[config.mk]
export PLATFORM = sky130hd
export DESIGN_NAME = dlg_top
export DESIGN_NICKNAME = d
export VERILOG_FILES = /design/src/dlg_pkg.sv /design/src/dlg_gain_if.sv /design/src/dlg_top.sv /design/src/dlg_gain_sel.sv
export VERILOG_INCLUDE_DIRS = /design/src /design/src/src
export SDC_FILE = /design/constraint.sdc
export NUM_CORES = 1
export LEC_CHECK = 0
export BUFFER_PORTS_ARGS = -buffer_cell sky130_fd_sc_hd__buf_2
export CAP_MARGIN = 0
export CORE_MARGIN = 5
export CORE_UTILIZATION = 48
export DETAILED_ROUTE_END_ITERATION = 10
export PLACE_DENSITY_LB_ADDON = 0.15
export RECOVER_POWER = 25
export SETUP_SLACK_MARGIN = 0.3
export SYNTH_ARGS = -nofsm -noshare
export SYNTH_HDL_FRONTEND = slang
export SYNTH_SLANG_ARGS = --single-unit
[constraint.sdc]
create_clock -name sys_clk_in -period 1.3 [get_ports sys_clk_in]
set_input_delay 0.065 -clock sys_clk_in [delete_from_list [all_inputs] [get_ports sys_clk_in]]
set_output_delay 0.065 -clock sys_clk_in [all_outputs]
set_load 0.02 [all_outputs]
[src/dlg_params.svh]
`ifndef DLG_PARAMS_SVH
`define DLG_PARAMS_SVH

// register addresses on the internal configuration port
`define DLG_ADDR_W 6
`define DLG_ADDR_FOC 6'h19
`define DLG_ADDR_BS 6'h1a
// read data after reset and for an unmapped address
`define DLG_RDATA_NONE 8'h00

// frequency offset compensation register fields
`define DLG_FOC_GATE_BIT 5
`define DLG_FOC_PRE_HI 4
`define DLG_FOC_PRE_LO 3
`define DLG_FOC_POST_BIT 2
`define DLG_FOC_LIM_HI 1
`define DLG_FOC_LIM_LO 0
`define DLG_FOC_USED_MASK 8'h3f
`define DLG_FOC_RESET 8'h36

// bit synchronisation register fields
`define DLG_BS_KI_HI 7
`define DLG_BS_KI_LO 6
`define DLG_BS_KP_HI 5
`define DLG_BS_KP_LO 4
`define DLG_BS_POST_KI_BIT 3
`define DLG_BS_POST_KP_BIT 2
`define DLG_BS_LIM_HI 1
`define DLG_BS_LIM_LO 0
`define DLG_BS_RESET 8'h6c

// gains are expressed in half-units of the base gain
`define DLG_GAIN_HALF 4'h1
`define DLG_GAIN_ONE 4'h2

`endif

[src/dlg_pkg.sv]
package dlg_pkg;
    // receive phase, gray coded along idle -> presync -> postsync
    typedef enum logic [1:0] {
        DLG_IDLE = 2'b00,
        DLG_PRESYNC = 2'b01,
        DLG_POSTSYNC = 2'b11
    } dlg_phase_t;

    typedef logic [1:0] dlg_code_t;
    typedef logic [3:0] dlg_gain_t;
endpackage

[src/dlg_gain_if.sv]
`timescale 1ns/1ps
`default_nettype none
interface dlg_gain_if;
    import dlg_pkg::*;
    dlg_code_t foc_pre;
    logic foc_post;
    dlg_code_t ki_pre;
    logic ki_post;
    dlg_code_t kp_pre;
    logic kp_post;
    logic post_active;
    dlg_gain_t foc_gain;
    dlg_gain_t ki_gain;
    dlg_gain_t kp_gain;
    modport ctrl (output foc_pre, foc_post, ki_pre, ki_post, kp_pre, kp_post, post_active,
                  input foc_gain, ki_gain, kp_gain);
    modport sel (input foc_pre, foc_post, ki_pre, ki_post, kp_pre, kp_post, post_active,
                 output foc_gain, ki_gain, kp_gain);
endinterface
`default_nettype wire

[src/dlg_top.sv]
`timescale 1ns/1ps
`default_nettype none
`include "dlg_params.svh"
module dlg_top
    import dlg_pkg::*;
(
    input wire logic sys_clk_in,
    input wire logic rst_n_in,
    input wire logic clk_en_in,
    input wire logic [`DLG_ADDR_W-1:0] reg_addr_in,
    input wire logic reg_wr_in,
    input wire logic [7:0] reg_wdata_in,
    input wire logic reg_rd_in,
    output logic [7:0] reg_rdata_out,
    input wire logic rx_start_in,
    input wire logic carrier_sense_in,
    input wire logic sync_detect_in,
    output logic freq_loop_freeze_out,
    output logic clkrec_loop_freeze_out,
    output logic post_sync_out,
    output logic [3:0] freq_gain_out,
    output logic [3:0] clkrec_integral_gain_out,
    output logic [3:0] clkrec_proportional_gain_out,
    output logic [1:0] freq_offset_saturation_out,
    output logic freq_comp_enable_out,
    output logic [1:0] clkrec_rate_saturation_out
);
    // stored configuration registers
    logic [7:0] foc_q;
    logic [7:0] foc_d;
    logic [7:0] bs_q;
    logic [7:0] bs_d;
    // read data, holds until the next taken read
    logic [7:0] rdata_q;
    logic [7:0] rdata_d;
    // receive attempt tracking
    dlg_phase_t phase_q;
    dlg_phase_t phase_d;
    logic carrier_seen_q;
    logic carrier_seen_d;
    // decoded register port strobes
    logic wr_foc;
    logic wr_bs;
    logic rd_take;
    // field views of the stored registers
    logic loops_gate_on_carrier;
    dlg_code_t freq_gain_presync;
    logic freq_gain_postsync;
    dlg_code_t freq_offset_saturation;
    dlg_code_t clkrec_integral_presync;
    logic clkrec_integral_postsync;
    dlg_code_t clkrec_proportional_presync;
    logic clkrec_proportional_postsync;
    dlg_code_t clkrec_rate_saturation;
    // live loop control
    logic post_now;
    logic freeze_now;

    dlg_gain_if gif ();

    // port decode; the clock enable gates every strobe
    assign wr_foc = clk_en_in && reg_wr_in && (reg_addr_in == `DLG_ADDR_FOC);
    assign wr_bs = clk_en_in && reg_wr_in && (reg_addr_in == `DLG_ADDR_BS);
    assign rd_take = clk_en_in && reg_rd_in;

    // register writes; unused frequency bits never reach the flops
    // so a read-back of them is always zero
    always_comb begin
        foc_d = foc_q;
        bs_d = bs_q;
        if (wr_foc) begin
            foc_d = reg_wdata_in & `DLG_FOC_USED_MASK;
        end
        if (wr_bs) begin
            bs_d = reg_wdata_in;
        end
    end

    // registers come up at their defaults, gate bit set
    always_ff @(posedge sys_clk_in or negedge rst_n_in) begin
        if (!rst_n_in) begin
            foc_q <= `DLG_FOC_RESET;
            bs_q <= `DLG_BS_RESET;
        end else if (clk_en_in) begin
            foc_q <= foc_d;
            bs_q <= bs_d;
        end
    end

    // read mux samples the old value, so a write to the
    // same address in the same cycle is not seen yet
    always_comb begin
        rdata_d = rdata_q;
        if (rd_take) begin
            unique case (reg_addr_in)
                `DLG_ADDR_FOC: rdata_d = foc_q;
                `DLG_ADDR_BS: rdata_d = bs_q;
                default: rdata_d = `DLG_RDATA_NONE; // unmapped reads zero
            endcase
        end
    end

    // read data register
    always_ff @(posedge sys_clk_in or negedge rst_n_in) begin
        if (!rst_n_in) begin
            rdata_q <= `DLG_RDATA_NONE;
        end else if (clk_en_in) begin
            rdata_q <= rdata_d;
        end
    end

    // receive phase; a start always reopens presync, and a
    // sync pulse only counts while presync is open
    always_comb begin
        phase_d = phase_q;
        if (rx_start_in) begin
            phase_d = DLG_PRESYNC;
        end else begin
            unique case (phase_q)
                DLG_IDLE: phase_d = DLG_IDLE;
                DLG_PRESYNC: begin
                    if (sync_detect_in) begin
                        phase_d = DLG_POSTSYNC;
                    end
                end
                DLG_POSTSYNC: phase_d = DLG_POSTSYNC;
                default: phase_d = DLG_IDLE; // unused code falls back to idle
            endcase
        end
    end

    // phase register
    always_ff @(posedge sys_clk_in or negedge rst_n_in) begin
        if (!rst_n_in) begin
            phase_q <= DLG_IDLE;
        end else if (clk_en_in) begin
            phase_q <= phase_d;
        end
    end

    // carrier-seen flag, sticky for the rest of an attempt;
    // a start reloads it from the live carrier so a carrier
    // already present at the start is not missed
    always_comb begin
        carrier_seen_d = carrier_seen_q;
        if (rx_start_in) begin
            carrier_seen_d = carrier_sense_in;
        end else if (carrier_sense_in) begin
            carrier_seen_d = 1'b1;
        end
    end

    // carrier-seen register
    always_ff @(posedge sys_clk_in or negedge rst_n_in) begin
        if (!rst_n_in) begin
            carrier_seen_q <= 1'b0;
        end else if (clk_en_in) begin
            carrier_seen_q <= carrier_seen_d;
        end
    end

    // frequency compensation register fields
    assign loops_gate_on_carrier = foc_q[`DLG_FOC_GATE_BIT];
    assign freq_gain_presync = foc_q[`DLG_FOC_PRE_HI:`DLG_FOC_PRE_LO];
    assign freq_gain_postsync = foc_q[`DLG_FOC_POST_BIT];
    assign freq_offset_saturation = foc_q[`DLG_FOC_LIM_HI:`DLG_FOC_LIM_LO];

    // bit synchronisation register fields
    assign clkrec_integral_presync = bs_q[`DLG_BS_KI_HI:`DLG_BS_KI_LO];
    assign clkrec_integral_postsync = bs_q[`DLG_BS_POST_KI_BIT];
    assign clkrec_proportional_presync = bs_q[`DLG_BS_KP_HI:`DLG_BS_KP_LO];
    assign clkrec_proportional_postsync = bs_q[`DLG_BS_POST_KP_BIT];
    assign clkrec_rate_saturation = bs_q[`DLG_BS_LIM_HI:`DLG_BS_LIM_LO];

    // postsync takes effect in the very cycle sync is flagged;
    // kept combinational so no gain lags the sync pulse, and
    // a start in the same cycle wins over a late sync
    assign post_now = !rx_start_in && ((phase_q == DLG_POSTSYNC)
                      || (phase_q == DLG_PRESYNC && sync_detect_in));
    assign post_sync_out = post_now;

    // loops held until carrier sense has been high this attempt;
    // the live carrier releases them without waiting a cycle
    assign freeze_now = loops_gate_on_carrier && !carrier_seen_q
                        && !carrier_sense_in;
    assign freq_loop_freeze_out = freeze_now;
    assign clkrec_loop_freeze_out = freeze_now;

    // gain selection bundle towards the selector
    assign gif.foc_pre = freq_gain_presync;
    assign gif.foc_post = freq_gain_postsync;
    assign gif.ki_pre = clkrec_integral_presync;
    assign gif.ki_post = clkrec_integral_postsync;
    assign gif.kp_pre = clkrec_proportional_presync;
    assign gif.kp_post = clkrec_proportional_postsync;
    assign gif.post_active = post_now;

    // per-loop gain selection, pre or post by phase
    dlg_gain_sel u_gain_sel (
        .g(gif.sel)
    );

    // selected gains, in half-units of each base gain
    assign freq_gain_out = gif.foc_gain;
    assign clkrec_integral_gain_out = gif.ki_gain;
    assign clkrec_proportional_gain_out = gif.kp_gain;

    // saturation limits; code zero switches compensation off,
    // which host software must choose for amplitude keying
    assign freq_offset_saturation_out = freq_offset_saturation;
    assign freq_comp_enable_out = |freq_offset_saturation;
    assign clkrec_rate_saturation_out = clkrec_rate_saturation;

    // read data straight from its register
    assign reg_rdata_out = rdata_q;
endmodule
`default_nettype wire

[src/dlg_gain_sel.sv]
`timescale 1ns/1ps
`default_nettype none
`include "dlg_params.svh"
module dlg_gain_sel
    import dlg_pkg::*;
(
    dlg_gain_if.sel g
);
    // code n maps to (n+1) times base, i.e. 2*(n+1) half-units
    function automatic dlg_gain_t pre_gain(input dlg_code_t c);
        dlg_gain_t n;
        n = {2'b00, c} + 4'h1;
        pre_gain = {n[2:0], 1'b0};
    endfunction

    // pre/post selection for all three loop gains
    always_comb begin
        g.foc_gain = pre_gain(g.foc_pre);
        g.ki_gain = pre_gain(g.ki_pre);
        g.kp_gain = pre_gain(g.kp_pre);
        if (g.post_active) begin
            if (g.foc_post) begin
                g.foc_gain = `DLG_GAIN_HALF;
            end
            if (g.ki_post) begin
                g.ki_gain = `DLG_GAIN_HALF;
            end
            if (g.kp_post) begin
                g.kp_gain = `DLG_GAIN_ONE;
            end
        end
    end
endmodule
`default_nettype wire

[Yosys cells after proc, flatten, opt, wreduce, memory -nomap -nowiden]
Cells that the tools add are included.
Storage, ports and cells
  bits of input ports: 22
  output and inout bits: 28
  bits in latches: 0
  word-level logic and storage cells: 44
  memories kept: 0
  memory bits (read-only): 0
  register bits: 25
  RAM bits: 0
Operators by class
  equal/unequal tests: 5
  mux-type cells: 12
  $mul: 0
  divide/modulo/power cells: 0
  $lt $le $gt $ge: 0
  $add $sub $neg: 3
  reductions and logical operators: 19
  bitwise logic cells: 0
  shift operators: 0
Operators by type and width (count)
  $mux W4: 6
  $pmux W8 S2: 1
  $eq A6 B5 Y1 const B: 2
  $reduce_and A2 Y1: 5
  $add A2 B1 Y3 const B: 3
  $logic_and A1 B1 Y1: 8
  $mux W2: 2
  $pmux W2 S2: 1
  $logic_not A1 Y1: 3
  $ne A3 B3 Y1 const B: 1
  $eq A2 B1 Y1 const B: 1
  $eq A2 B2 Y1 const B: 1
  $mux W1: 2
  $reduce_bool A2 Y1: 1
  $reduce_or A2 Y1: 1
  $logic_or A1 B1 Y1: 1

[Depth between registers and ports, before layout]
Gate-level depths: netlist of run 1.
  depth after elaboration: 5
  depth in mapped cells: 5
  mapped depth without buffers: 3

[Hierarchy]
From an unflattened synthesis of run 1, not the netlist that was laid out.
Unflattened totals
  cell total of the unflattened synthesis: 100
  area, all modules: 1258.7 um^2
By module, submodules not included
  dlg_top: instances 1, cells an instance 83, area an instance 1113.6 um^2, seq. area each 635.6 um^2
  dlg_gain_sel: instances 1, cells an instance 17, area an instance 145.1 um^2, seq. area each 0.0 um^2

[Least setup slack after synthesis of run 1]
No wires, ideal clock.
  path type: reg-to-output
  start point: register foc_q[5]
  end point: output freq_loop_freeze_out
  cell stages (with the launch flop): 3
  data required time: 1.235 ns
  setup slack: -0.128 ns
  arrival time: 1.363 ns
  cells stage by stage: dfstp_2 nor3b_1 buf_4
Between the ends
  cells in the longest elaborated chain, start to end: 2
RTL lines
  from (decl): line dlg_top.sv:29  | logic [7:0] foc_q;
  from (signal assigned): line dlg_top.sv:82  | foc_q <= `DLG_FOC_RESET;
  from (signal assigned): line dlg_top.sv:85  | foc_q <= foc_d;
  $logic_and A1 B1 Y1: line dlg_top.sv:184  | assign freeze_now = loops_gate_on_carrier && !carrier_seen_q
  $logic_and A1 B1 Y1: line dlg_top.sv:185  | && !carrier_sense_in;
  to (decl): line dlg_top.sv:18  | output logic freq_loop_freeze_out,
No other way between the ends.

[Worst setup path after layout of run 1]
  start point: register phase_q[1]
  end point: output freq_gain_out[0]
Between the ends
  cells in the longest elaborated chain, start to end: 5
  elaborated cells between the ends (all ways): 6
  classes of those cells: eq/ne (2); mux (1); reduce/logical (3)
RTL lines
  from (decl): line dlg_top.sv:37  | dlg_phase_t phase_q;
  from (signal assigned): line dlg_top.sv:137  | phase_q <= phase_d;
  $eq A2 B1 Y1: line dlg_top.sv:179  | || (phase_q == DLG_PRESYNC && sync_detect_in));
  $logic_and A1 B1 Y1: line dlg_top.sv:179
  $logic_or A1 B1 Y1 (*): line dlg_top.sv:179
  $logic_and A1 B1 Y1 (*): line dlg_top.sv:178  | assign post_now = !rx_start_in && ((phase_q == DLG_POSTSYNC)
  $mux W4 (*): line dlg_gain_sel.sv:21  | if (g.post_active) begin
  to (decl): line dlg_top.sv:21  | output logic [3:0] freq_gain_out,
Mark *: on every way between the ends. The rest lies on a longest branch, timed or not.

==> results of run 1 <==
[metal layers]
metal,global-route usage [%],vias to the layer above
li1,-,491
met2,26.0,35
met4,5.45,0
met5,0,-
met1,24.4,481
met3,3.51,2
[flip-flops by register name (all words and copies together) (netlist names)]
signal          flops
foc_q               6
carrier_seen_q      1
reg_rdata_out       8
phase_q             2
bs_q                8
[cells by family (layout without fill, tap and decap cells)]
logic type	after synthesis	in the layout	share of synthesized area [%]
buf+inv	11	75	7.51
simple gates	25	25	11.2
fa+ha+maj	3	3	2.89
flops	25	25	48.9
other cells	1	1	0.288
compound gates	24	24	12.2
mux	15	15	17.0
[power groups by stage]
stage | Sequential (W) | Clock [W] | Combinational [W]
after global routing | 0.000910 | 0.000378 | 0.000532
after CTS | 0.000898 | 0.000346 | 0.000457
after detailed placement | 0.000907 | 0 | 0.000354
after global placement | 0.000903 | 0 | 0.000345
after floorplan | 0.000894 | 0 | 0.000240
final | 0.000901 | 0.000338 | 0.000496
[through the flow]
stage | setup TNS (ns) | worst slack (ns)
after global placement | 0 | 0.0557
final | -1.55 | -0.169
after global routing | -2.58 | -0.255
after detailed placement | 0 | 0.0340
after floorplan | 0 | 0.157
after CTS | -1.75 | -0.176
[critical path, stage by stage (launching register included)]
cell and delay (ns):
sky130_fd_sc_hd__dfrtp_1 0.37, sky130_fd_sc_hd__nor2_1 0.05, sky130_fd_sc_hd__nor3b_2 0.22, sky130_fd_sc_hd__buf_12 0.19, sky130_fd_sc_hd__and2_4 0.15, sky130_fd_sc_hd__buf_6 0.11
[synth_stat cells, drive strengths merged]
master / n / area (µm²)
dfrtp: 17 / 425
mux2: 15 / 221
buf: 10 / 92.6
nand2: 10 / 37.5
dfstp: 8 / 210
o21ai: 8 / 40.0
a21boi: 6 / 45.0
a22oi: 6 / 45.0
ha: 3 / 37.5
nand3: 3 / 15.0
a21oi: 2 / 10.0
and2: 2 / 12.5
and4: 2 / 22.5
nor3b: 2 / 15.0
a21bo: 1 / 10.0
a22o: 1 / 8.76
and2b: 1 / 7.51
and4bb: 1 / 12.5
clkbuf: 1 / 5.00
conb: 1 / 3.75
nand2b: 1 / 6.26
nor2: 1 / 3.75
nor2b: 1 / 6.26
or2: 1 / 6.26
[area by class of cell]
class                           count  area (µm²)
Clock buffer                        4        26.3
Tap cell                           30        37.5
Timing Repair Buffer               71         572
Fill cell                         154         576
Sequential cell                    25         636
Multi-Input combinational cell     68         698
[worst paths after layout]
path	from	endpoint	slack [ns]	cells after the start
worst min-delay path	carrier_sense_in	carrier_seen_q$_DFFE_PN0P_	0.02	2
worst min register to register	phase_q[0]$_DFFE_PN0P_	phase_q[0]$_DFFE_PN0P_	0.48	1
worst max register to register	phase_q[1]$_DFFE_PN0P_	phase_q[1]$_DFFE_PN0P_	0.21	4
min in group asynchronous	rst_n_in	reg_rdata_out[5]$_DFFE_PN0P_	0.26	2
max in group asynchronous	rst_n_in	foc_q[1]$_DFFE_PN1P_	0.65	2
worst max-delay path	phase_q[1]$_DFFE_PN0P_	freq_gain_out[0]	-0.17	5
[repair_timing]
item                       4_1_cts  5_1_grt
setup endpoints to repair       18       26
setup buffers                    6        2
pin swaps                        5        4
hold buffers                     9        1
hold endpoints to repair        28        2
resized for setup               34       19
==> run_summary.xml, run 1 <==
<?xml version="1.0" encoding="UTF-8"?>
<metrics>
  <group name="status">
    <metric name="outcome" unit="">complete, but fails checks</metric>
    <metric name="violations" unit="">setup timing</metric>
  </group>
  <group name="routing">
    <metric name="met3_wirelength" unit="µm">236</metric>
    <metric name="route.met2.wl" unit="µm">1380</metric>
    <metric name="antenna_violating_nets_post_route" unit="">0</metric>
    <metric name="route.detailed.wl_per_inst" unit="µm">15.4</metric>
    <metric name="wl_met1" unit="µm">1420</metric>
    <metric name="top_layer_used" unit="">met4</metric>
    <metric name="first_pass_iters" unit="">4</metric>
    <metric name="detail_route.vias_per_cell" unit="">5.10</metric>
    <metric name="postRouteWirelength" unit="µm">3050</metric>
    <metric name="drcViolationCount" unit="">0</metric>
    <metric name="drt_first_iter_violations" unit="">21</metric>
    <metric name="total_number_of_vias" unit="">1009</metric>
  </group>
  <group name="sta">
    <metric name="post-route-period-util" unit="%">113</metric>
    <metric name="final-max-slew-violation-count" unit="">0</metric>
    <metric name="unrepaired_setup_endpoints_after_global_routing" unit="">true</metric>
    <metric name="setup_viol" unit="">12</metric>
    <metric name="timing_hold_violations_final" unit="">0</metric>
    <metric name="layout_setup_ws" unit="ns">-0.169</metric>
    <metric name="max-slew-margin-rel" unit="%">60.8</metric>
    <metric name="max_clock_freq" unit="MHz">681</metric>
    <metric name="fin_hold_ws" unit="ns">0.0218</metric>
    <metric name="worstMarginPinSlew" unit="ns">0.588</metric>
    <metric name="post-route-min-period" unit="ns">1.47</metric>
    <metric name="timing.clock.skew" unit="ns">0.00724</metric>
  </group>
  <group name="finish">
    <metric name="num-nets-final" unit="">194</metric>
    <metric name="syn2layout_area_growth" unit="%">51.5</metric>
    <metric name="most_common_library_cell_in_the_layout_ignoring_fill_and_taps" unit="">sky130_fd_sc_hd__buf_2</metric>
    <metric name="final_area" unit="µm²">1970</metric>
    <metric name="finalNonFillerCells" unit="">198</metric>
    <metric name="layout_common_cells" unit="">sky130_fd_sc_hd__buf_2, sky130_fd_sc_hd__buf_6, sky130_fd_sc_hd__dfrtp_1, sky130_fd_sc_hd__mux2_4</metric>
    <metric name="insertedDiodeCount" unit="">0</metric>
    <metric name="ratio_of_cells_with_drive_above_1_in_the_final_layout" unit="%">66.1</metric>
    <metric name="fin_util" unit="%">77.4</metric>
  </group>
  <group name="global_route">
    <metric name="globalRouteOverflowTotal" unit="">0</metric>
    <metric name="number_of_antenna_violations_at_the_first_check_in_global_routing" unit="">0</metric>
    <metric name="via_count_of_the_first_global_routing_pass" unit="">1043</metric>
    <metric name="global_route_wire_length_before_repair" unit="µm">4810</metric>
    <metric name="grt_max_degree" unit="">26</metric>
    <metric name="grt_use_total" unit="%">17.1</metric>
  </group>
  <group name="placement">
    <metric name="placement.cell_area" unit="µm²">1590</metric>
    <metric name="dp_hpwl" unit="µm">2200</metric>
    <metric name="port_buffers" unit="">48</metric>
    <metric name="dpl.cell_count" unit="">176</metric>
    <metric name="gp_congestion" unit="">0.739</metric>
  </group>
  <group name="power">
    <metric name="power_frac_comb" unit="%">28.6</metric>
    <metric name="switching_share" unit="%">28.3</metric>
    <metric name="seq_power_share" unit="%">52.0</metric>
    <metric name="power.net_switching" unit="W">0.000492</metric>
    <metric name="ir_drop" unit="µV">676</metric>
    <metric name="power.leakage" unit="nW">0.907</metric>
    <metric name="p_total" unit="W">0.00173</metric>
    <metric name="power_density" unit="nW/µm²">881</metric>
    <metric name="clkPwrFrac" unit="%">19.5</metric>
    <metric name="cellInternalPower" unit="W">0.00124</metric>
  </group>
  <group name="floorplan">
    <metric name="die_w" unit="µm">62.0</metric>
    <metric name="total_i_o_pin_count" unit="">50</metric>
    <metric name="design.die.area" unit="µm²">3850</metric>
    <metric name="core_area" unit="µm²">2540</metric>
    <metric name="placement_rows" unit="">18</metric>
    <metric name="initial_core_util" unit="%">51.1</metric>
    <metric name="fp.dieH" unit="µm">62.0</metric>
  </group>
  <group name="clock_network">
    <metric name="tritoncts.num_buffers" unit="">3</metric>
    <metric name="cts.sinks" unit="">25</metric>
    <metric name="clkTransAtPathRegs" unit="ns">0.13</metric>
    <metric name="clockRootBuffer" unit="">sky130_fd_sc_hd__clkbuf_4</metric>
    <metric name="clock_tree.htree_level_count" unit="">1</metric>
    <metric name="max-clock-path-buffers" unit="">2</metric>
    <metric name="clkLatencyLatePin" unit="ns">0.31</metric>
    <metric name="tritoncts" unit="">yes</metric>
  </group>
  <group name="worst_setup_path">
    <metric name="critical_path_arrival" unit="ns">1.40</metric>
    <metric name="setup.worst_path.class" unit="">reg -&gt; out</metric>
    <metric name="worstPathRequired" unit="ns">1.24</metric>
    <metric name="critical_path.startpoint_type" unit="">flip-flop</metric>
    <metric name="critPathCaptureType" unit="">primary output</metric>
    <metric name="timing.critical_path.fanout_max" unit="">13</metric>
  </group>
  <group name="worst_hold_path">
    <metric name="class_of_the_most_critical_hold_timing_path" unit="">in -&gt; reg</metric>
  </group>
  <group name="synth">
    <metric name="yosys_warnings" unit="">0</metric>
    <metric name="synthesized_area_per_cell" unit="µm²">12.5</metric>
    <metric name="post_syn_nets" unit="">129</metric>
    <metric name="synth.cell_area" unit="µm²">1300</metric>
    <metric name="post_synthesis_sequential_area_ratio" unit="%">48.9</metric>
    <metric name="syn_inst" unit="">104</metric>
    <metric name="synth_cell_types" unit="">28</metric>
    <metric name="ys_seq_elements" unit="">25</metric>
  </group>
  <group name="job">
    <metric name="drv.max_cap_violation_count" unit="">0</metric>
  </group>
</metrics>
No activity file was read; power rests on OpenSTA's default activity.
==> run 2, diff against run 1 <==
- CORE_UTILIZATION: 48 -> 51
- GPL_TIMING_DRIVEN: not set -> 0
- clock period: 1.3 -> 1.7 ns (I/O delays scaled with it)
==> run_summary.xml, run 2 (synthesis results as in run 1) <==
<?xml version="1.0" encoding="UTF-8"?>
<metrics>
  <group name="worst_setup_path">
    <metric name="critical_path_arrival" unit="ns">1.47</metric>
    <metric name="worstSetupEndpoint" unit="">clkrec_integral_gain_out[0]</metric>
    <metric name="worstPathRequired" unit="ns">1.62</metric>
    <metric name="r2r.worst_path.cells" unit="">4</metric>
    <metric name="path_cells" unit="">nor2_2 &gt; nor3b_4 &gt; buf_4 &gt; and2_4 &gt; buf_6</metric>
    <metric name="timing.rr.start" unit="">phase_q[1]$_DFFE_PN0P_</metric>
    <metric name="worstSetupPathDepth" unit="">5</metric>
    <metric name="critical_path.top_delay_family" unit="">simple AND/OR/NAND/NOR gates</metric>
    <metric name="critPathCaptureType" unit="">primary output</metric>
    <metric name="timing.rr.end" unit="">phase_q[1]$_DFFE_PN0P_</metric>
    <metric name="setup.worst_path.class" unit="">reg -&gt; out</metric>
    <metric name="slowest_stage" unit="">sky130_fd_sc_hd__dfrtp_1</metric>
    <metric name="r2r_setup_slack" unit="ns">0.55</metric>
    <metric name="worst_path_largest_cell_delay" unit="ns">0.40</metric>
    <metric name="timing.critical_path.fanout_max" unit="">5</metric>
    <metric name="worstPathBufferInverterCount" unit="">2</metric>
    <metric name="critical_path.startpoint_type" unit="">flip-flop</metric>
    <metric name="critPathLaunch" unit="">phase_q[1]$_DFFE_PN0P_</metric>
  </group>
  <group name="routing">
    <metric name="first_pass_iters" unit="">4</metric>
    <metric name="total_number_of_vias" unit="">1024</metric>
    <metric name="route.detailed.wl_per_inst" unit="µm">15.9</metric>
    <metric name="drcViolationCount" unit="">0</metric>
    <metric name="drt_first_iter_violations" unit="">7</metric>
    <metric name="antenna_violating_nets_post_route" unit="">0</metric>
    <metric name="postRouteWirelength" unit="µm">3110</metric>
    <metric name="detail_route.vias_per_cell" unit="">5.22</metric>
  </group>
  <group name="global_route">
    <metric name="grt_use_total" unit="%">17.7</metric>
    <metric name="globalRouteOverflowTotal" unit="">0</metric>
    <metric name="global_route_wire_length_before_repair" unit="µm">4760</metric>
    <metric name="via_count_of_the_first_global_routing_pass" unit="">1043</metric>
    <metric name="grt_max_degree" unit="">26</metric>
    <metric name="number_of_antenna_violations_at_the_first_check_in_global_routing" unit="">0</metric>
  </group>
  <group name="sta">
    <metric name="post-route-period-util" unit="%">91.5</metric>
    <metric name="setup-tns-final" unit="ns">0</metric>
    <metric name="timing.clock.skew" unit="ns">0.00220</metric>
    <metric name="unrepaired_setup_endpoints_after_global_routing" unit="">true</metric>
    <metric name="timing_hold_violations_final" unit="">0</metric>
    <metric name="max-slew-margin-rel" unit="%">12.8</metric>
    <metric name="final-max-slew-violation-count" unit="">0</metric>
    <metric name="post-route-min-period" unit="ns">1.56</metric>
    <metric name="max_clock_freq" unit="MHz">643</metric>
    <metric name="worstMarginPinSlew" unit="ns">1.31</metric>
    <metric name="setup_viol" unit="">0</metric>
  </group>
  <group name="power">
    <metric name="ir_drop" unit="µV">529</metric>
    <metric name="power.leakage" unit="nW">0.893</metric>
    <metric name="power_density" unit="nW/µm²">695</metric>
  </group>
  <group name="finish">
    <metric name="layout_common_cells" unit="">sky130_fd_sc_hd__buf_2, sky130_fd_sc_hd__dfrtp_1, sky130_fd_sc_hd__mux2_4</metric>
    <metric name="most_common_library_cell_in_the_layout_ignoring_fill_and_taps" unit="">sky130_fd_sc_hd__buf_2</metric>
    <metric name="final_area" unit="µm²">1800</metric>
    <metric name="insertedDiodeCount" unit="">0</metric>
    <metric name="nFillCells" unit="">186</metric>
    <metric name="syn2layout_area_growth" unit="%">38.8</metric>
    <metric name="num-nets-final" unit="">192</metric>
    <metric name="ratio_of_cells_with_drive_above_1_in_the_final_layout" unit="%">60.2</metric>
  </group>
  <group name="clock_network">
    <metric name="clkTransAtPathRegs" unit="ns">0.14</metric>
    <metric name="tritoncts" unit="">yes</metric>
    <metric name="clock_tree.htree_level_count" unit="">1</metric>
    <metric name="clkLatencyLatePin" unit="ns">0.31</metric>
    <metric name="tritoncts.num_buffers" unit="">3</metric>
    <metric name="max-clock-path-buffers" unit="">2</metric>
    <metric name="clockRootBuffer" unit="">sky130_fd_sc_hd__clkbuf_4</metric>
    <metric name="cts.sinks" unit="">25</metric>
  </group>
  <group name="placement">
    <metric name="port_buffers" unit="">47</metric>
    <metric name="placement.cell_area" unit="µm²">1580</metric>
    <metric name="dp_hpwl" unit="µm">2180</metric>
    <metric name="gp_congestion" unit="">0.742</metric>
  </group>
  <group name="status">
    <metric name="outcome" unit="">completed</metric>
  </group>
  <group name="floorplan">
    <metric name="initial_core_util" unit="%">53.0</metric>
    <metric name="design.die.area" unit="µm²">3660</metric>
    <metric name="fp.dieH" unit="µm">60.5</metric>
    <metric name="core_area" unit="µm²">2450</metric>
    <metric name="total_i_o_pin_count" unit="">50</metric>
    <metric name="die_w" unit="µm">60.5</metric>
    <metric name="placement_rows" unit="">18</metric>
  </group>
  <group name="worst_hold_path">
    <metric name="hold_path.startpoint" unit="">carrier_sense_in</metric>
    <metric name="class_of_the_most_critical_hold_timing_path" unit="">in -&gt; reg</metric>
  </group>
  <group name="job">
    <metric name="drv.max_cap_violation_count" unit="">0</metric>
  </group>
</metrics>
-- run 2: through the flow --
stage / hold slack, ns / cells / worst slack (ns) / util [%] / power, W
finish: 0.0403 / 196 / 0.144 / 73.5 / 0.00125
global route: 0.0207 / 196 / 0.0535 / 73.5 / 0.00132
CTS: 0.000873 / 189 / 0.131 / 68.0 / 0.00122
detailed placement: 0.0976 / 181 / 0.325 / 64.3 / 0.000938
global placement: 0.0936 / 181 / 0.353 / 64.3 / 0.000927
floorplan: -0.211 / 104 / 0.396 / - / 0.000838
-- run 2: worst min-delay path by stage --
stage,cells after the start,end,slack (ns)
after floorplan,0,bs_q[0]$_DFFE_PN0P_,-0.21
after global placement,1,foc_q[3]$_DFFE_PN0P_,0.09
after detailed placement,1,foc_q[3]$_DFFE_PN0P_,0.1
after CTS,2,bs_q[6]$_DFFE_PN1P_,0.0009
after global routing,2,carrier_seen_q$_DFFE_PN0P_,0.02
final,2,carrier_seen_q$_DFFE_PN0P_,0.04
-- run 2: where the power goes --
part / internal (W) / switching (W) / total (W)
clock: 0.0000880 / 0.000180 / 0.000268
sequential: 0.000642 / 0.0000390 / 0.000680
combinational: 0.000163 / 0.000143 / 0.000306
total: 0.000893 / 0.000362 / 0.00125
-- run 2: layout make-up --
class                           count  area [µm²]  share of cell area [%]
Clock inverter                      1        5.00                   0.277
Sequential cell                    25         636                    35.2
Buffer                             11         100                    5.55
Timing Repair Buffer               58         392                    21.7
Clock buffer                        3        22.5                    1.25
Tap cell                           30        37.5                    2.08
Multi-Input combinational cell     68         612                    33.9
-- run 2: worst register-to-register path: cells and delay by family (launching register included) --
kind / cells / cell delay (ns)
buffers and inverters: 1 / 0.14
flip-flops: 1 / 0.43
multiplexers: 1 / 0.25
AND/OR/NAND/NOR: 2 / 0.23
-- run 2: metal layers --
metal / up-vias / global-route usage (%) / wire [µm]
li1: 490 / - / -
met4: 0 / 5.26 / 23
met5: - / 0 / 0
met3: 4 / 3.19 / 196
met1: 498 / 21.8 / 1240
met2: 32 / 31.5 / 1650
-- run 2: repair_timing --
| action | 4_1_cts | 5_1_grt |
|---|---|---|
| resized for setup | 11 | 23 |
| hold buffers | 2 | 7 |
| setup endpoints to repair | 13 | 14 |
| cloned | 1 | 0 |
| setup buffers | 1 | 0 |
| hold endpoints to repair | 18 | 12 |
| pin swaps | 0 | 1 |
